File: src/pkg/bsf_pkg.sv
// Constants, opcodes and carrier types for the special-function slice.
// Assumes one 125 MHz clock and a microword register on the same clock.
// Operation
// - Low opcode field all zero selects special mode; upper field picks the function.
// - Single normalize shifts queue up each edge, low port feeding its bottom bit.
// - Top slice carry-out is queue bit three XOR bit two.
// - Top slice overflow is queue bit two XOR bit one, one cycle early.
// - Single normalize releases the zero line high when the queue is zero.
// - Single normalize sign output is the queue top bit on the top slice.
// - Single normalize writes B plus carry-in back to B to count shifts.
// - Double normalize shifts B register over queue as one long word.
// - Double normalize top flags come from the ALU output, not queue.
// - Double normalize zero line high only if ALU output and queue are zero.
// - Conversion takes operand on S; top slice puts its sign on zero line.
// - Converting one-followed-by-zeros to sign/magnitude raises overflow.
// - Sign/magnitude negative zero converts to all zeros.
// - Increment adds one with carry-in low, two with carry-in high.
// - During multiply only the least slice drives the zero line.
// - Least slice zero output equals queue bit zero during multiply.
// - Zero line high adds multiplicand to partial product; low passes it.
// - Multiply stores ALU result shifted down into the B register.
// - Unsigned multiply shifts top slice carry-out into its top result bit.
// - Multiplier bits move down between queue ports; integrator closes ALU-queue loop.
// - After sixteen steps high product is in B, low product in queue.
// - Signed multiply shifts sign XOR overflow into the top result bit.
// - After fifteen signed steps the least slice zero output is multiplier sign.
// - Last-cycle command subtracts multiplicand when multiplier sign is negative.
package bsf_pkg;
  localparam int SLICE_W   = 4;
  localparam int ADDR_W    = 4;
  localparam int RAM_DEPTH = 16;
  localparam int LOW_W     = 5;
  localparam int FUNC_W    = 4;
  localparam int BIT_MSB   = 3;
  localparam int BIT_NXT   = 2;
  localparam int BIT_THD   = 1;
  localparam int BIT_LSB   = 0;

  localparam logic [LOW_W-1:0]   LOW_SPECIAL = 5'h00;
  localparam logic [FUNC_W-1:0]  FN_UMUL     = 4'h0;
  localparam logic [FUNC_W-1:0]  FN_TCMUL    = 4'h2;
  localparam logic [FUNC_W-1:0]  FN_INC      = 4'h4;
  localparam logic [FUNC_W-1:0]  FN_CONV     = 4'h5;
  localparam logic [FUNC_W-1:0]  FN_TCLAST   = 4'h6;
  localparam logic [FUNC_W-1:0]  FN_SNORM    = 4'h8;
  localparam logic [FUNC_W-1:0]  FN_DNORM    = 4'hA;
  localparam logic [SLICE_W-1:0] WORD_ZERO   = 4'h0;
  localparam logic [SLICE_W-1:0] WORD_ONE    = 4'h1;
  localparam logic [SLICE_W-1:0] Q_RESET     = 4'h0;

  typedef struct packed {
    logic [FUNC_W-1:0] func;
    logic [LOW_W-1:0]  low;
    logic [ADDR_W-1:0] a_addr;
    logic [ADDR_W-1:0] b_addr;
    logic              cn;
  } bsf_ucode_t;

  typedef struct packed {
    logic cn4;
    logic overflow_flag_out;
    logic sign;
  } bsf_flags_t;
endpackage

File: src/verilog/bsf_adder.sv
// Four-bit adder of the slice with carry, overflow and carry into the top bit.
// Assumes operands are already selected and complemented by the caller.
`timescale 1ns/1ps
module bsf_adder
  import bsf_pkg::*;
(
  // Operands
  input  wire logic [SLICE_W-1:0] r_in,
  input  wire logic [SLICE_W-1:0] s_in,
  input  wire logic               c_in,
  // Results
  output logic      [SLICE_W-1:0] sum,
  output logic                    c_msb,
  output logic                    c_out,
  output logic                    overflow_flag_out
);
  logic [SLICE_W-1:0] low_sum;
  logic [1:0]         top_sum;

  // Split at the top bit so the carry into it is visible for overflow
  assign low_sum = {1'b0, r_in[BIT_MSB-1:0]} + {1'b0, s_in[BIT_MSB-1:0]}
                   + {3'h0, c_in};
  assign c_msb   = low_sum[BIT_MSB];
  assign top_sum = {1'b0, r_in[BIT_MSB]} + {1'b0, s_in[BIT_MSB]} + {1'b0, c_msb};
  assign sum     = {top_sum[0], low_sum[BIT_MSB-1:0]};
  assign c_out   = top_sum[1];
  assign overflow_flag_out     = c_out ^ c_msb;
endmodule

File: src/verilog/bsf_slice.sv
// One cascadable four-bit slice: RAM, queue register and special functions.
// Assumes neighbours and the microword register run on clk_sys; straps are static.
`timescale 1ns/1ps
module bsf_slice
  import bsf_pkg::*;
(
  // Clock and reset
  input  wire logic               clk_sys,
  input  wire logic               arst_n,
  // Microword
  input  wire bsf_ucode_t         ucode,
  // Cascade straps
  input  wire logic               lss_n,
  input  wire logic               top_slice,
  // Shared zero line, open drain
  input  wire logic               z_in,
  output logic                    z_out,
  output logic                    z_oe_n,
  // Queue shift ports
  input  wire logic               queue_low_shift_port_in,
  output logic                    queue_low_shift_port_out,
  output logic                    queue_low_shift_port_oe_n,
  input  wire logic               queue_high_shift_port_in,
  output logic                    queue_high_shift_port_out,
  output logic                    queue_high_shift_port_oe_n,
  // ALU shift ports
  input  wire logic               alu_low_shift_port_in,
  output logic                    alu_low_shift_port_out,
  output logic                    alu_low_shift_port_oe_n,
  input  wire logic               alu_high_shift_port_in,
  output logic                    alu_high_shift_port_out,
  output logic                    alu_high_shift_port_oe_n,
  // Result and flags
  output logic      [SLICE_W-1:0] y,
  output bsf_flags_t              flags
);
  logic               rst_meta_reg;
  logic               rst_sync_reg;
  logic [SLICE_W-1:0] ram_mem [RAM_DEPTH];
  logic [SLICE_W-1:0] q_reg;
  logic [SLICE_W-1:0] q_next;
  logic [SLICE_W-1:0] a_val;
  logic [SLICE_W-1:0] b_val;
  logic [SLICE_W-1:0] r_op;
  logic [SLICE_W-1:0] s_op;
  logic               c_op;
  logic [SLICE_W-1:0] sum;
  logic               c_msb;
  logic               c_out;
  logic               add_ovr;
  logic [SLICE_W-1:0] f_val;
  logic [SLICE_W-1:0] wr_next;
  logic               wr_en;
  logic               top_shin;
  logic               special;
  logic               is_snorm;
  logic               is_dnorm;
  logic               is_conv;
  logic               is_inc;
  logic               is_umul;
  logic               is_tcmul;
  logic               is_tclast;
  logic               is_mul;
  logic               is_lss;
  logic               neg;

  function automatic logic is_zero(input logic [SLICE_W-1:0] w);
    is_zero = (w == WORD_ZERO);
  endfunction

  function automatic logic fn_hit(input bsf_ucode_t u, input logic [FUNC_W-1:0] code);
    fn_hit = (u.low == LOW_SPECIAL) && (u.func == code);
  endfunction

  // Reset release through two flops
  always_ff @(posedge clk_sys or negedge arst_n) begin
    if (!arst_n) begin
      rst_meta_reg <= 1'b0;
      rst_sync_reg <= 1'b0;
    end else begin
      rst_meta_reg <= 1'b1;
      rst_sync_reg <= rst_meta_reg;
    end
  end

  // Function decode
  assign special   = (ucode.low == LOW_SPECIAL);
  assign is_snorm  = fn_hit(ucode, FN_SNORM);
  assign is_dnorm  = fn_hit(ucode, FN_DNORM);
  assign is_conv   = fn_hit(ucode, FN_CONV);
  assign is_inc    = fn_hit(ucode, FN_INC);
  assign is_umul   = fn_hit(ucode, FN_UMUL);
  assign is_tcmul  = fn_hit(ucode, FN_TCMUL);
  assign is_tclast = fn_hit(ucode, FN_TCLAST);
  assign is_mul    = is_umul || is_tcmul || is_tclast;
  assign is_lss    = !lss_n;
  assign neg       = z_in;

  // Two read ports of the register file
  assign a_val = ram_mem[ucode.a_addr];
  assign b_val = ram_mem[ucode.b_addr];

  // Operand selection
  always_comb begin
    r_op = WORD_ZERO;
    s_op = b_val;
    c_op = ucode.cn;
    if (is_snorm) begin
      c_op = ucode.cn;
    end else if (is_dnorm) begin
      c_op = 1'b0;
    end else if (is_conv) begin
      // Negative operand: invert and take the +1 rippled in on carry
      s_op = neg ? ~b_val : b_val;
      c_op = neg ? ucode.cn : 1'b0;
    end else if (is_inc) begin
      r_op = is_lss ? WORD_ONE : WORD_ZERO;
    end else if (is_umul || is_tcmul) begin
      r_op = z_in ? a_val : WORD_ZERO;
    end else if (is_tclast) begin
      // Subtract as B + ~A + 1; the +1 enters only at the least slice
      r_op = z_in ? ~a_val : WORD_ZERO;
      c_op = is_lss ? z_in : ucode.cn;
    end
  end

  bsf_adder u_adder (
    .r_in  (r_op),
    .s_in  (s_op),
    .c_in  (c_op),
    .sum   (sum),
    .c_msb (c_msb),
    .c_out (c_out),
    .overflow_flag_out   (add_ovr)
  );

  // Top bit fix-up for conversion: minus zero folds to zero
  always_comb begin
    f_val = sum;
    if (is_conv && top_slice && neg) begin
      f_val[BIT_MSB] = ~sum[BIT_MSB];
    end
  end

  // Bit shifted into the top of a down shift
  always_comb begin
    if (!top_slice) begin
      top_shin = alu_high_shift_port_in;
    end else if (is_umul) begin
      top_shin = c_out;
    end else begin
      top_shin = f_val[BIT_MSB] ^ add_ovr;
    end
  end

  // Write-back value and enable
  always_comb begin
    wr_next = f_val;
    if (is_dnorm) begin
      // ALU passes B here; taking B bitwise keeps unwritten RAM bits from smearing
      wr_next = {b_val[BIT_MSB-1:0], alu_low_shift_port_in};
    end else if (is_mul) begin
      wr_next = {top_shin, f_val[BIT_MSB:BIT_THD]};
    end
  end
  assign wr_en = rst_sync_reg && (is_snorm || is_dnorm || is_conv || is_inc || is_mul);

  // No reset on the register file, as in the original storage
  always_ff @(posedge clk_sys) begin
    if (wr_en) begin
      ram_mem[ucode.b_addr] <= wr_next;
    end
  end

  // Queue register
  always_comb begin
    q_next = q_reg;
    if (is_snorm || is_dnorm) begin
      q_next = {q_reg[BIT_MSB-1:0], queue_low_shift_port_in};
    end else if (is_mul) begin
      q_next = {queue_high_shift_port_in, q_reg[BIT_MSB:BIT_THD]};
    end
  end

  always_ff @(posedge clk_sys or negedge arst_n) begin
    if (!arst_n) begin
      q_reg <= Q_RESET;
    end else if (rst_sync_reg) begin
      q_reg <= q_next;
    end
  end

  // Shift port drivers; oe_n low while driving
  assign queue_low_shift_port_out   = q_reg[BIT_LSB];
  assign queue_low_shift_port_oe_n  = !is_mul;
  assign queue_high_shift_port_out  = q_reg[BIT_MSB];
  assign queue_high_shift_port_oe_n = !(is_snorm || is_dnorm);
  assign alu_low_shift_port_out     = f_val[BIT_LSB];
  assign alu_low_shift_port_oe_n    = !is_mul;
  assign alu_high_shift_port_out    = f_val[BIT_MSB];
  assign alu_high_shift_port_oe_n   = !is_dnorm;

  // Zero line: only ever pulled low, so the wired level is an AND
  assign z_out = 1'b0;
  always_comb begin
    if (is_snorm) begin
      z_oe_n = is_zero(q_reg);
    end else if (is_dnorm) begin
      z_oe_n = is_zero(f_val) && is_zero(q_reg);
    end else if (is_conv) begin
      z_oe_n = top_slice ? b_val[BIT_MSB] : 1'b1;
    end else if (is_mul) begin
      z_oe_n = is_lss ? q_reg[BIT_LSB] : 1'b1;
    end else begin
      z_oe_n = is_zero(f_val);
    end
  end

  // Flags are combinational so the normalize test sees this cycle's queue
  always_comb begin
    flags.cn4  = c_out;
    flags.overflow_flag_out  = add_ovr;
    flags.sign = f_val[BIT_MSB];
    if (top_slice && is_snorm) begin
      flags.cn4  = q_reg[BIT_MSB] ^ q_reg[BIT_NXT];
      flags.overflow_flag_out  = q_reg[BIT_NXT] ^ q_reg[BIT_THD];
      flags.sign = q_reg[BIT_MSB];
    end else if (top_slice && is_dnorm) begin
      flags.cn4  = f_val[BIT_MSB] ^ f_val[BIT_NXT];
      flags.overflow_flag_out  = f_val[BIT_NXT] ^ f_val[BIT_THD];
      flags.sign = f_val[BIT_MSB];
    end else if (top_slice && is_conv) begin
      flags.overflow_flag_out  = neg && sum[BIT_MSB];
    end
  end

  assign y = wr_next;
endmodule

File: config.mk
export PLATFORM = sky130hd
export DESIGN_NAME = bsf_slice
export DESIGN_NICKNAME = d
export VERILOG_FILES = /design/src/pkg/bsf_pkg.sv /design/src/verilog/bsf_adder.sv /design/src/verilog/bsf_slice.sv
export SDC_FILE = /design/constraint.sdc
export NUM_CORES = 1
export LEC_CHECK = 0
export ABC_AREA = 0
export BUFFER_PORTS_ARGS = -buffer_cell sky130_fd_sc_hd__clkbuf_2
export CORE_ASPECT_RATIO = 1.25
export CORE_UTILIZATION = 40
export CTS_BUF_LIST = sky130_fd_sc_hd__clkbuf_2 sky130_fd_sc_hd__clkbuf_4 sky130_fd_sc_hd__clkbuf_8
export DETAILED_ROUTE_END_ITERATION = 8
export SLEW_MARGIN = 30
export SYNTH_ARGS = -nofsm -noshare
export SYNTH_HDL_FRONTEND = slang
export SYNTH_SLANG_ARGS = --single-unit
File: constraint.sdc
create_clock -name clk_sys -period 10.3 [get_ports clk_sys]
set_input_delay 1.545 -clock clk_sys [delete_from_list [all_inputs] [get_ports clk_sys]]
set_output_delay 1.545 -clock clk_sys [all_outputs]
set_load 0.05 [all_outputs]
==> results of run 1 <==
cells in the mapped netlist, drive strengths merged (2+ instances only):
master and count:
edfxtp 64, mux4 36, nor2 25, mux2i 18, nand2 17, inv 15
o21ai 13, buf 12, a21oi 11, nor3 8, dfrtp 6, clkbuf 5
nand3 5, or3 5, xnor2 5, ha 4, nor2b 4, a211oi 3
fa 3, nand2b 3, nand4b 3, nor4 3, o211ai 3, xor2 3
a22oi 2, conb 2, nand4 2, or4 2
path summary, 6_finish.rpt:
path                               start  cells after the start             end  slack [ps]
setup / recovery               ucode[10]                     18          z_oe_n        2440
hold / removal              rst_meta_reg                      0    rst_sync_reg         360
setup reg to reg           ram_mem[7][1]                     14  ram_mem[11][3]        5860
hold reg to reg             rst_meta_reg                      0    rst_sync_reg         360
max in group asynchronous         arst_n                      1    rst_sync_reg        9140
min in group asynchronous         arst_n                      1        q_reg[1]        1010
cell type report:
cell class / instances / area, um^2
clock buffer: 10 / 131
clock inverter: 6 / 76.3
fill: 894 / 5440
inverter: 16 / 60.1
multi-input combinational: 192 / 1930
sequential: 70 / 2070
tap: 129 / 161
timing repair buffer: 46 / 240
report_power, final:
group	switching, mW	internal [mW]	total (mW)	leakage [nW]
Clock	0.0955	0.136	0.232	0.106
Combinational	0.0811	0.0424	0.124	0.863
Sequential	0.000789	0.322	0.323	0.653
Total	0.177	0.500	0.678	1.62
routing by layer:
layer  part of all wire, %  GRT usage, %
met3                   4.1          4.04
met5                     0             0
met2                    54          35.6
met4                   1.8          6.46
met1                    40          22.9
per-stage QoR:
stage / worst slack, ps / area, um^2
floorplan: 1980 / 4170
global placement: 2540 / 4460
detailed placement: 2470 / 4460
CTS: 2460 / 4670
global route: 2170 / 4670
finish: 2440 / 4670
logic make-up (layout without fill, tap and decap cells):
kind of cell / after synthesis / after routing / synth area share [%]
simple gates: 81 / 81 / 11.2
compound gates: 38 / 38 / 5.95
buf+inv: 33 / 78 / 3.99
other cells: 2 / 2 / 0.180
xor+xnor: 9 / 9 / 2.22
mux: 55 / 55 / 24.1
flops: 70 / 70 / 49.7
fa+ha+maj: 7 / 7 / 2.64
==> report_table.html, run 1 <==
<table>
<tr><th>Metric</th><th>Value</th></tr>
<tr><th colspan="2">Status</th></tr>
<tr><td>Result of the run</td><td>finished clean</td></tr>
<tr><th colspan="2">Clocking</th></tr>
<tr><td>Sinks on Clock Net</td><td>70</td></tr>
<tr><td>Resize count post-CTS</td><td>0</td></tr>
<tr><td>Worst-skew pair later-pin latency</td><td>350 ps</td></tr>
<tr><td>Cts bufs inserted</td><td>9</td></tr>
<tr><td>Max Buffers Root-to-Sink</td><td>2</td></tr>
<tr><td>Clk Tree Root Cell</td><td>clkbuf_8</td></tr>
<tr><td>Total number of H-tree levels</td><td>3</td></tr>
<tr><td>Post-CTS clock slew at the launch and capture registers of the worst setup and hold paths</td><td>70 ps</td></tr>
<tr><td>Hold buffer count at CTS</td><td>0</td></tr>
<tr><td>Post-CTS Setup Repair Bufs</td><td>0</td></tr>
<tr><td>Clock tree from TritonCTS</td><td>yes</td></tr>
<tr><th colspan="2">Yosys</th></tr>
<tr><td>Syn Nets</td><td>329</td></tr>
<tr><td>Share of synthesized registers carrying an async set or reset</td><td>8.57%</td></tr>
<tr><td>Largest area contributor in the netlist</td><td>edfxtp_1</td></tr>
<tr><td>Post-synthesis sequential element count</td><td>70</td></tr>
<tr><td>Number of unique standard cell types used by synthesis</td><td>52</td></tr>
<tr><td>Fraction of synthesized cell area taken by the top area cell type</td><td>46.1%</td></tr>
<tr><td>Number of synthesized flops with an enable pin</td><td>64</td></tr>
<tr><td>YS warnings</td><td>0</td></tr>
<tr><td>Total standard cell area after synthesis</td><td>4170 um^2</td></tr>
<tr><td>Post-synthesis average cell area</td><td>14.1 um^2</td></tr>
<tr><td>Syn Inst Count</td><td>295</td></tr>
<tr><td>Post-synth top flop</td><td>edfxtp_1</td></tr>
<tr><td>Sequential element share of the synthesized area</td><td>49.7%</td></tr>
<tr><td>Cell types with the largest area share after synthesis</td><td>edfxtp_1, mux4_2, mux2i_1, dfrtp_1, nor2_1</td></tr>
<tr><th colspan="2">Routing</th></tr>
<tr><td>Total via count after detailed routing</td><td>2608</td></tr>
<tr><td>Iteration count of the initial detailed-routing pass</td><td>4</td></tr>
<tr><td>Post-detailed-route wirelength per cell</td><td>20.8 um</td></tr>
<tr><td>Via density</td><td>5.56</td></tr>
<tr><td>Antenna violation net count after detailed routing</td><td>0</td></tr>
<tr><td>Count of unresolved DRC violations after routing</td><td>0</td></tr>
<tr><td>Total wire length after detailed routing</td><td>9.74 mm</td></tr>
<tr><td>Initial DRC count</td><td>128</td></tr>
<tr><th colspan="2">Power</th></tr>
<tr><td>Total power divided by cell area</td><td>145 nW/um^2</td></tr>
<tr><td>Worst voltage drop across the vdd grid</td><td>74.6 uV</td></tr>
<tr><td>Standby leakage power</td><td>1.62 nW</td></tr>
<tr><td>Total power</td><td>0.678 mW</td></tr>
<tr><th colspan="2">Finish</th></tr>
<tr><td>Post-layout util</td><td>46.2%</td></tr>
<tr><td>Synth-to-Final Area Change</td><td>12.1%</td></tr>
<tr><td>Flip-flop count of the largest register after layout</td><td>64</td></tr>
<tr><td>Number of diodes</td><td>0</td></tr>
<tr><td>Most frequent standard cell in the layout excluding fill and tap cells</td><td>edfxtp_1</td></tr>
<tr><td>Post-layout nets</td><td>369</td></tr>
<tr><td>Leading cell types in the layout, fill and taps excluded</td><td>edfxtp_1, clkbuf_2, mux4_2</td></tr>
<tr><td>Layout cells sized above 1</td><td>32.4%</td></tr>
<tr><td>Non-Filler Instances</td><td>469</td></tr>
<tr><th colspan="2">STA</th></tr>
<tr><td>Slew at the pin closest to its max-slew limit</td><td>795 ps</td></tr>
<tr><td>Normalized max-slew margin</td><td>46.6%</td></tr>
<tr><td>Clock period minus final worst setup slack</td><td>7860 ps</td></tr>
<tr><td>Final hold violation count</td><td>0</td></tr>
<tr><td>Setup TNS</td><td>0 ps</td></tr>
<tr><td>RSZ-0062 raised after global routing</td><td>no</td></tr>
<tr><td>Max Transition Viols Final</td><td>0</td></tr>
<tr><td>Worst setup skew after layout</td><td>9.27 ps</td></tr>
<tr><td>Achievable clock frequency</td><td>0.127 GHz</td></tr>
<tr><td>Final setup vio count</td><td>0</td></tr>
<tr><td>Final period utilization</td><td>76.3%</td></tr>
<tr><td>Worst hold slack after final layout</td><td>362 ps</td></tr>
<tr><th colspan="2">Critical path</th></tr>
<tr><td>Critical path type</td><td>input pin to output pin</td></tr>
<tr><td>CP max-delay cell</td><td>or4_1</td></tr>
<tr><td>Slowest stage delay, CP</td><td>720 ps</td></tr>
<tr><td>Crit path capture type</td><td>output pin</td></tr>
<tr><td>Signal arrival time at the worst endpoint</td><td>6310 ps</td></tr>
<tr><td>Critical path launch point type</td><td>input pin</td></tr>
<tr><td>Data required, critical path</td><td>8760 ps</td></tr>
<tr><td>Maximum fanout along the worst path</td><td>5</td></tr>
<tr><td>Cell type group with the largest total delay on the critical path</td><td>simple AND/OR/NAND/NOR gates</td></tr>
<tr><td>Cell Chain, Critical Path</td><td>clkbuf_2 -&gt; or4_1 -&gt; nor3_1 -&gt; nand2_1 -&gt; xnor2_1 -&gt; ha_1 -&gt; nor2b_1 -&gt; o21a_1 -&gt; nor2_1 -&gt; fa_1 -&gt; xnor2_1 -&gt; inv_1 -&gt; ha_1 -&gt; nand3b_1 -&gt; a21bo_2 -&gt; o211ai_1 -&gt; a21oi_1 -&gt; clkbuf_2</td></tr>
<tr><td>Buffers plus inverters on the worst setup path</td><td>3</td></tr>
<tr><th colspan="2">Floorplan</th></tr>
<tr><td>Floorplan die area</td><td>10800 um^2</td></tr>
<tr><td># IOs</td><td>44</td></tr>
<tr><td>Floorplan Core Area</td><td>10100 um^2</td></tr>
<tr><td>Row count</td><td>41</td></tr>
<tr><td>Starting utilization of the core area</td><td>41.2%</td></tr>
<tr><td>Die boundary height</td><td>116 um</td></tr>
<tr><td>Width of the die</td><td>93.3 um</td></tr>
<tr><th colspan="2">Global routing</th></tr>
<tr><td>Global routing usage summed across all routing layers</td><td>19.5%</td></tr>
<tr><td>Wire length of the first global-routing pass</td><td>15.3 mm</td></tr>
<tr><td>Overflow left after global routing</td><td>0</td></tr>
<tr><td>Number of antenna violations at the first check in global routing</td><td>0</td></tr>
<tr><td>Pin count of the biggest net entering global routing</td><td>20</td></tr>
<tr><td>Number of global-route vias before repair</td><td>2737</td></tr>
<tr><th colspan="2">Job</th></tr>
<tr><td>Max-cap check violation count</td><td>0</td></tr>
<tr><th colspan="2">Min path</th></tr>
<tr><td>Class of the worst hold path</td><td>register to register</td></tr>
<tr><th colspan="2">Placed design</th></tr>
<tr><td>Half-perimeter wire length after placement</td><td>7.35 mm</td></tr>
<tr><td>Number of placed instances with taps included</td><td>453</td></tr>
<tr><td>GP Congestion</td><td>0.871</td></tr>
<tr><td>Input/output buffers</td><td>42</td></tr>
</table>
No activity file was read; power rests on OpenSTA's default activity.
==> inputs of run 2 (changes only) <==
==> constraint.sdc (replaced) <==
create_clock -name clk_sys -period 6.4 [get_ports clk_sys]
set_input_delay 0.96 -clock clk_sys [delete_from_list [all_inputs] [get_ports clk_sys]]
set_output_delay 0.96 -clock clk_sys [all_outputs]
set_load 0.05 [all_outputs]
==> report_table.html, run 2 (synthesis gave the netlist of run 1 again) <==
<table>
<tr><th>Metric</th><th>Value</th></tr>
<tr><th colspan="2">Status</th></tr>
<tr><td>Result of the run</td><td>finished clean</td></tr>
<tr><th colspan="2">Power</th></tr>
<tr><td>Total power divided by cell area</td><td>225 nW/um^2 (+55%)</td></tr>
<tr><td>Worst voltage drop across the vdd grid</td><td>151 uV (+100%)</td></tr>
<tr><td>Standby leakage power</td><td>1.72 nW (+6.3%)</td></tr>
<tr><th colspan="2">Floorplan</th></tr>
<tr><td>Row count</td><td>41 (unchanged)</td></tr>
<tr><td>Width of the die</td><td>93.3 um (unchanged)</td></tr>
<tr><td>Floorplan Core Area</td><td>10100 um^2 (unchanged)</td></tr>
<tr><td>Starting utilization of the core area</td><td>41.2% (unchanged)</td></tr>
<tr><td>Die boundary height</td><td>116 um (unchanged)</td></tr>
<tr><td>Floorplan die area</td><td>10800 um^2 (unchanged)</td></tr>
<tr><td># IOs</td><td>44 (unchanged)</td></tr>
<tr><th colspan="2">STA</th></tr>
<tr><td>Final hold violation count</td><td>0 (unchanged)</td></tr>
<tr><td>RSZ-0062 raised after global routing</td><td>no</td></tr>
<tr><td>Setup TNS</td><td>0 ps (unchanged)</td></tr>
<tr><td>Normalized max-slew margin</td><td>49.1% (+2.5 points)</td></tr>
<tr><td>Final setup vio count</td><td>0 (unchanged)</td></tr>
<tr><td>Final period utilization</td><td>95.3%</td></tr>
<tr><td>Slew at the pin closest to its max-slew limit</td><td>758 ps (-36.9 ps)</td></tr>
<tr><td>Max Transition Viols Final</td><td>0 (unchanged)</td></tr>
<tr><td>Clock period minus final worst setup slack</td><td>6100 ps</td></tr>
<tr><td>Achievable clock frequency</td><td>0.164 GHz</td></tr>
<tr><td>Worst setup skew after layout</td><td>8.38 ps (-0.892 ps)</td></tr>
<tr><th colspan="2">Critical path</th></tr>
<tr><td>Buffers plus inverters on the worst setup path</td><td>3 (unchanged)</td></tr>
<tr><td>Critical path type</td><td>input pin to output pin</td></tr>
<tr><td>Cell type group with the largest total delay on the critical path</td><td>simple AND/OR/NAND/NOR gates</td></tr>
<tr><td>Cell Chain, Critical Path</td><td>clkbuf_2 -&gt; or4_4 -&gt; nor2_1 -&gt; nand3_1 -&gt; mux2i_1 -&gt; ha_1 -&gt; nor2b_1 -&gt; o21a_1 -&gt; nor2_1 -&gt; fa_2 -&gt; xnor2_4 -&gt; inv_1 -&gt; ha_1 -&gt; nand3b_1 -&gt; a21bo_2 -&gt; o211ai_1 -&gt; a21oi_2 -&gt; clkbuf_4</td></tr>
<tr><td>Data required, critical path</td><td>5440 ps (-3320 ps)</td></tr>
<tr><td>Crit path capture type</td><td>output pin</td></tr>
<tr><td>Critical path launch point type</td><td>input pin</td></tr>
<tr><td>Maximum fanout along the worst path</td><td>6 (+1)</td></tr>
<tr><td>Signal arrival time at the worst endpoint</td><td>5140 ps (-1170 ps)</td></tr>
<tr><td>R2R Setup Slk</td><td>1770 ps (-4090 ps)</td></tr>
<tr><td>Slowest stage delay, CP</td><td>570 ps (-150 ps)</td></tr>
<tr><td>CP max-delay cell</td><td>or4_4</td></tr>
<tr><th colspan="2">Global routing</th></tr>
<tr><td>Pin count of the biggest net entering global routing</td><td>20 (unchanged)</td></tr>
<tr><td>Number of antenna violations at the first check in global routing</td><td>0 (unchanged)</td></tr>
<tr><td>Global routing usage summed across all routing layers</td><td>20.8% (+1.3 points)</td></tr>
<tr><td>Number of global-route vias before repair</td><td>2837 (+3.7%)</td></tr>
<tr><td>Overflow left after global routing</td><td>0 (unchanged)</td></tr>
<tr><td>Wire length of the first global-routing pass</td><td>16.0 mm (+4.2%)</td></tr>
<tr><th colspan="2">Clocking</th></tr>
<tr><td>Hold buffer count at CTS</td><td>0 (unchanged)</td></tr>
<tr><td>Clock tree from TritonCTS</td><td>yes</td></tr>
<tr><td>Post-CTS Setup Repair Bufs</td><td>0 (unchanged)</td></tr>
<tr><td>Max Buffers Root-to-Sink</td><td>2 (unchanged)</td></tr>
<tr><td>Resize count post-CTS</td><td>0 (unchanged)</td></tr>
<tr><td>Post-CTS clock slew at the launch and capture registers of the worst setup and hold paths</td><td>70 ps (about the same)</td></tr>
<tr><td>Sinks on Clock Net</td><td>70 (unchanged)</td></tr>
<tr><td>Total number of H-tree levels</td><td>3 (unchanged)</td></tr>
<tr><td>Clk Tree Root Cell</td><td>clkbuf_8</td></tr>
<tr><td>Cts bufs inserted</td><td>9 (unchanged)</td></tr>
<tr><td>Worst-skew pair later-pin latency</td><td>360 ps (about the same)</td></tr>
<tr><th colspan="2">Finish</th></tr>
<tr><td>Post-layout nets</td><td>387 (+4.9%)</td></tr>
<tr><td>Non-Filler Instances</td><td>487 (+3.8%)</td></tr>
<tr><td>Layout cells sized above 1</td><td>38.0% (+5.6 points)</td></tr>
<tr><td>Leading cell types in the layout, fill and taps excluded</td><td>edfxtp_1, clkbuf_2, mux4_2</td></tr>
<tr><td>Flip-flop count of the largest register after layout</td><td>64 (unchanged)</td></tr>
<tr><td>Most frequent standard cell in the layout excluding fill and tap cells</td><td>edfxtp_1</td></tr>
<tr><td>Number of diodes</td><td>0 (unchanged)</td></tr>
<tr><td>Synth-to-Final Area Change</td><td>16.9%</td></tr>
<tr><td>Post-route cell area</td><td>4870 um^2 (+4.3%)</td></tr>
<tr><th colspan="2">Routing</th></tr>
<tr><td>Antenna violation net count after detailed routing</td><td>0 (unchanged)</td></tr>
<tr><td>Count of unresolved DRC violations after routing</td><td>0 (unchanged)</td></tr>
<tr><td>Total via count after detailed routing</td><td>2796 (+7.2%)</td></tr>
<tr><td>Iteration count of the initial detailed-routing pass</td><td>4 (unchanged)</td></tr>
<tr><td>Total wire length after detailed routing</td><td>10.4 mm (+7.3%)</td></tr>
<tr><td>Via density</td><td>5.74 (+3.2%)</td></tr>
<tr><td>Post-detailed-route wirelength per cell</td><td>21.5 um (+3.3%)</td></tr>
<tr><td>Initial DRC count</td><td>141 (+10%)</td></tr>
<tr><th colspan="2">Placed design</th></tr>
<tr><td>Dpl cell area</td><td>4670 um^2 (+4.7%)</td></tr>
<tr><td>GP Congestion</td><td>0.867 (-0.55%)</td></tr>
<tr><td>Input/output buffers</td><td>42 (unchanged)</td></tr>
<tr><td>Number of placed instances with taps included</td><td>471 (+4.0%)</td></tr>
<tr><td>Half-perimeter wire length after placement</td><td>8.12 mm (+10%)</td></tr>
<tr><th colspan="2">Job</th></tr>
<tr><td>Max-cap check violation count</td><td>0 (unchanged)</td></tr>
<tr><th colspan="2">Min path</th></tr>
<tr><td>Class of the worst hold path</td><td>register to register</td></tr>
</table>
run 2: path summary, 6_finish.rpt:
path	to	depth (start not counted)	startpoint
max in group asynchronous	q_reg[2]	1	arst_n
setup reg to reg	ram_mem[3][3]	16	ram_mem[2][1]
min in group asynchronous	q_reg[0]	1	arst_n
hold reg to reg	rst_sync_reg	0	rst_meta_reg
hold / removal	rst_sync_reg	0	rst_meta_reg
setup / recovery	z_oe_n	18	ucode[13]
run 2: power breakdown:
part	leakage (nW)	switching, mW	internal, mW	total [mW]
logic	0.968	0.140	0.0878	0.228
registers	0.653	0.00120	0.518	0.519
clock network	0.103	0.164	0.183	0.347
run 2: stage by stage:
| step | power, mW | utilization [%] | hold WS, ps | worst slack, ps |
|---|---|---|---|---|
| 3_3_place_gp | 0.755 | 46.2 | 332 | 213 |
| 3_5_place_dp | 0.758 | 46.2 | 336 | 103 |
| 5_1_grt | 1.14 | 48.2 | 357 | 0.903 |
| 6_report | 1.09 | 48.2 | 351 | 303 |
| 2_1_floorplan | 0.676 | - | 331 | 128 |
| 4_1_cts | 1.11 | 48.1 | 354 | 87.0 |
run 2: cell type report:
| cell class | count | area, um^2 |
|---|---|---|
| clock inverters | 6 | 62.6 |
| clock buffers | 10 | 131 |
| repair buffers | 64 | 423 |
| flip-flops and latches | 70 | 2070 |
| inverters | 16 | 60.1 |
| multi-input cells | 192 | 1960 |
| fillers | 899 | 5240 |
| well taps | 129 | 161 |
run 2: routing by layer:
metal | GRT usage, % | vias to the layer above | routed length (um)
li1 | - | 1266 | -
met3 | 4.17 | 27 | 479
met1 | 23.8 | 1399 | 4010
met2 | 36.9 | 104 | 5550
met4 | 11.1 | 0 | 410
met5 | 0 | - | 0
==> inputs of run 3 (changes only) <==
--- a/config.mk
+++ b/config.mk
@@ -11,6 +11,8 @@
 export CORE_UTILIZATION = 40
 export CTS_BUF_LIST = sky130_fd_sc_hd__clkbuf_2 sky130_fd_sc_hd__clkbuf_4 sky130_fd_sc_hd__clkbuf_8
 export DETAILED_ROUTE_END_ITERATION = 8
+export MAX_ROUTING_LAYER = met4
+export PLACE_DENSITY = 0.56
 export SLEW_MARGIN = 30
 export SYNTH_ARGS = -nofsm -noshare
 export SYNTH_HDL_FRONTEND = slang
==> report_table.html, run 3 (synthesis gave the netlist of run 1 again) <==
<table>
<tr><th>Metric</th><th>Value</th></tr>
<tr><th colspan="2">STA</th></tr>
<tr><td>RSZ-0062 raised after global routing</td><td>no</td></tr>
<tr><td>Achievable clock frequency</td><td>0.164 GHz (+0.24%)</td></tr>
<tr><td>Setup TNS</td><td>0 ps (unchanged)</td></tr>
<tr><td>Slew at the pin closest to its max-slew limit</td><td>818 ps (+59.9 ps)</td></tr>
<tr><td>Clock period minus final worst setup slack</td><td>6080 ps (-14.4 ps)</td></tr>
<tr><td>Final setup vio count</td><td>0 (unchanged)</td></tr>
<tr><td>Final hold violation count</td><td>0 (unchanged)</td></tr>
<tr><td>Max Transition Viols Final</td><td>0 (unchanged)</td></tr>
<tr><td>Final period utilization</td><td>95.0% (-0.22 points)</td></tr>
<tr><td>Normalized max-slew margin</td><td>45.0% (-4.0 points)</td></tr>
<tr><td>Worst setup skew after layout</td><td>10.1 ps (+1.71 ps)</td></tr>
<tr><th colspan="2">Placed design</th></tr>
<tr><td>Input/output buffers</td><td>42 (unchanged)</td></tr>
<tr><td>Dpl cell area</td><td>4650 um^2 (-0.43%)</td></tr>
<tr><td>GP Congestion</td><td>0.900 (+3.8%)</td></tr>
<tr><td>Half-perimeter wire length after placement</td><td>8.10 mm (-0.23%)</td></tr>
<tr><th colspan="2">Global routing</th></tr>
<tr><td>Pin count of the biggest net entering global routing</td><td>20 (unchanged)</td></tr>
<tr><td>Met2 Usage GRT</td><td>37.0% (+0.098 points)</td></tr>
<tr><td>Met1 GRT Util</td><td>24.5% (+0.62 points)</td></tr>
<tr><td>Number of global-route vias before repair</td><td>2841 (+0.14%)</td></tr>
<tr><td>Routing layer with the top usage in global route</td><td>met2</td></tr>
<tr><td>Global routing usage summed across all routing layers</td><td>21.6% (+0.81 points)</td></tr>
<tr><td>Overflow left after global routing</td><td>0 (unchanged)</td></tr>
<tr><td>Met3 usage in global routing</td><td>4.43% (+0.26 points)</td></tr>
<tr><td>Wire length of the first global-routing pass</td><td>16.2 mm (+1.3%)</td></tr>
<tr><td>Number of antenna violations at the first check in global routing</td><td>0 (unchanged)</td></tr>
<tr><th colspan="2">Min path</th></tr>
<tr><td>Critical hold path startpoint</td><td>rst_meta_reg</td></tr>
<tr><td>Class of the worst hold path</td><td>register to register</td></tr>
<tr><th colspan="2">Critical path</th></tr>
<tr><td>R2R Setup Slk</td><td>1870 ps (+100 ps)</td></tr>
<tr><td>CP max-delay cell</td><td>fa_1</td></tr>
<tr><td>Maximum fanout along the worst path</td><td>11 (+5)</td></tr>
<tr><td>Slowest stage delay, CP</td><td>530 ps (-40 ps)</td></tr>
<tr><td>Source of the worst register-to-register timing path</td><td>ram_mem[7][0]</td></tr>
<tr><td>Cell with the most instances on the worst path</td><td>ha_1</td></tr>
<tr><td>Signal arrival time at the worst endpoint</td><td>5120 ps (-20 ps)</td></tr>
<tr><td>Data required, critical path</td><td>5440 ps (about the same)</td></tr>
<tr><td>Critical path launch point</td><td>ucode[14]</td></tr>
<tr><td>Critical path launch point type</td><td>input pin</td></tr>
<tr><td>Crit path capture type</td><td>output pin</td></tr>
<tr><td>Cell Chain, Critical Path</td><td>clkbuf_2 -&gt; or4bb_1 -&gt; nor3_1 -&gt; nand2_1 -&gt; xnor2_1 -&gt; ha_1 -&gt; nor2b_1 -&gt; o21a_1 -&gt; nor2_1 -&gt; fa_1 -&gt; xnor2_4 -&gt; inv_1 -&gt; ha_1 -&gt; nand3b_1 -&gt; a21bo_2 -&gt; o211ai_1 -&gt; a21oi_2 -&gt; buf_12</td></tr>
<tr><td>Critical path type</td><td>input pin to output pin</td></tr>
<tr><th colspan="2">Finish</th></tr>
<tr><td>Post-layout nets</td><td>384 (-0.78%)</td></tr>
<tr><td>Most frequent standard cell in the layout excluding fill and tap cells</td><td>edfxtp_1</td></tr>
<tr><td>Footprint of the flip-flops and latches</td><td>2070 um^2 (unchanged)</td></tr>
<tr><td>Layout cells sized above 1</td><td>37.2% (-0.81 points)</td></tr>
<tr><td>Post-route cell area</td><td>4830 um^2 (-0.82%)</td></tr>
<tr><td>Leading cell types in the layout, fill and taps excluded</td><td>edfxtp_1, clkbuf_2, mux4_2</td></tr>
<tr><td>Number of fill cells in the layout</td><td>873 (-2.9%)</td></tr>
<tr><td>Synth-to-Final Area Change</td><td>15.9%</td></tr>
<tr><td>Number of diodes</td><td>0 (unchanged)</td></tr>
<tr><td>Area of combinational cells with multiple inputs</td><td>1960 um^2 (-0.13%)</td></tr>
<tr><td>Flip-flop count of the largest register after layout</td><td>64 (unchanged)</td></tr>
<tr><th colspan="2">Floorplan</th></tr>
<tr><td>Row count</td><td>41 (unchanged)</td></tr>
<tr><td>Die boundary height</td><td>116 um (unchanged)</td></tr>
<tr><td>Floorplan Core Area</td><td>10100 um^2 (unchanged)</td></tr>
<tr><td>Floorplan die area</td><td>10800 um^2 (unchanged)</td></tr>
<tr><td># IOs</td><td>44 (unchanged)</td></tr>
<tr><td>Width of the die</td><td>93.3 um (unchanged)</td></tr>
<tr><td>Starting utilization of the core area</td><td>41.2% (unchanged)</td></tr>
<tr><th colspan="2">Routing</th></tr>
<tr><td>Post-detailed-route wirelength per cell</td><td>21.5 um (+0.42%)</td></tr>
<tr><td>Total wire length after detailed routing</td><td>10.4 mm (-0.20%)</td></tr>
<tr><td>Count of unresolved DRC violations after routing</td><td>0 (unchanged)</td></tr>
<tr><td>Iteration count of the initial detailed-routing pass</td><td>4 (unchanged)</td></tr>
<tr><td>Antenna violation net count after detailed routing</td><td>0 (unchanged)</td></tr>
<tr><td>Total via count after detailed routing</td><td>2763 (-1.2%)</td></tr>
<tr><td>Via density</td><td>5.71 (-0.57%)</td></tr>
<tr><td>Initial DRC count</td><td>160 (+13%)</td></tr>
<tr><th colspan="2">Power</th></tr>
<tr><td>Worst voltage drop across the vdd grid</td><td>162 uV (+7.0%)</td></tr>
<tr><td>Standby leakage power</td><td>1.69 nW (-1.9%)</td></tr>
<tr><td>Total power divided by cell area</td><td>222 nW/um^2 (-1.3%)</td></tr>
<tr><th colspan="2">Clocking</th></tr>
<tr><td>Clock tree from TritonCTS</td><td>yes</td></tr>
<tr><td>Total number of H-tree levels</td><td>3 (unchanged)</td></tr>
<tr><td>Post-CTS clock slew at the launch and capture registers of the worst setup and hold paths</td><td>80 ps (about the same)</td></tr>
<tr><td>Worst-skew pair later-pin latency</td><td>360 ps (about the same)</td></tr>
<tr><td>Sinks on Clock Net</td><td>70 (unchanged)</td></tr>
<tr><td>Max Buffers Root-to-Sink</td><td>2 (unchanged)</td></tr>
<tr><td>Clk Tree Root Cell</td><td>clkbuf_8</td></tr>
<tr><td>Cts bufs inserted</td><td>9 (unchanged)</td></tr>
<tr><th colspan="2">Job</th></tr>
<tr><td>Max-cap check violation count</td><td>0 (unchanged)</td></tr>
<tr><th colspan="2">Status</th></tr>
<tr><td>Result of the run</td><td>finished clean</td></tr>
</table>
-- run 3: cell count changes in the layout (fill, tap and decap cells not counted), sizes merged --
| cell | delta |
|---|---|
| clkinv | -3 |
| inv | +3 |
| buf | -2 |
| clkbuf | -2 |
| clkinvlp | +2 |
| bufinv | -1 |
-- run 3: layer usage --
metal	vias to the layer above	routed length, um
met5	-	0
met4	0	396
met3	39	449
met2	110	5470
met1	1353	4110
li1	1261	-
-- run 3: final timing paths --
check / endpoint / cells past startpoint
max in group asynchronous: rst_meta_reg / 1
worst min-delay path: rst_sync_reg / 0
worst max register to register: ram_mem[8][3] / 14
worst min register to register: rst_sync_reg / 0
min in group asynchronous: q_reg[2] / 1
worst max-delay path: z_oe_n / 18
-- run 3: report_power, final --
group	leakage [nW]	internal (mW)	switching, mW	total [mW]
sequential	0.653	0.518	0.00129	0.519
clock	0.0866	0.144	0.184	0.329
combinational	0.952	0.0856	0.137	0.223
-- run 3: area by class of cell --
cell class,count,share of cell area (%)
Sequential cell,70,42.9
Multi-Input combinational cell,192,40.5
Timing Repair Buffer,61,8.29
Tap cell,129,3.34
Clock buffer,9,2.56
Inverter,16,1.24
Clock inverter,7,1.14
-- run 3: stage by stage --
| stage | hold slack [ps] | setup WS (ps) | total power [mW] | cells | utilization (%) |
|---|---|---|---|---|---|
| 6_report | 357 | 318 | 1.07 | 484 | 47.8 |
| 5_1_grt | 362 | 7.16 | 1.11 | 484 | 47.8 |
| 4_1_cts | 359 | 175 | 1.08 | 484 | 47.8 |
| 3_5_place_dp | 341 | 181 | 0.754 | 468 | 46.0 |
| 3_3_place_gp | 338 | 280 | 0.752 | 468 | 46.0 |
| 2_1_floorplan | 331 | 128 | 0.676 | 295 | - |
-- run 3: timing repair --
action | in CTS | in global routing
setup endpoints to repair | 0 | 2
gates resized for setup | 0 | 2
hold buffers | 0 | 0
buffers inserted | 0 | 0
-- run 3: critical path: cells and delay by family --
kind,cells,cell delay [ps]
buffers and inverters,3,460
AO/OA/AOI/OAI,4,640
AND/OR/NAND/NOR,6,1470
XOR/XNOR,2,580
adder cells (fa/ha/maj),3,1010
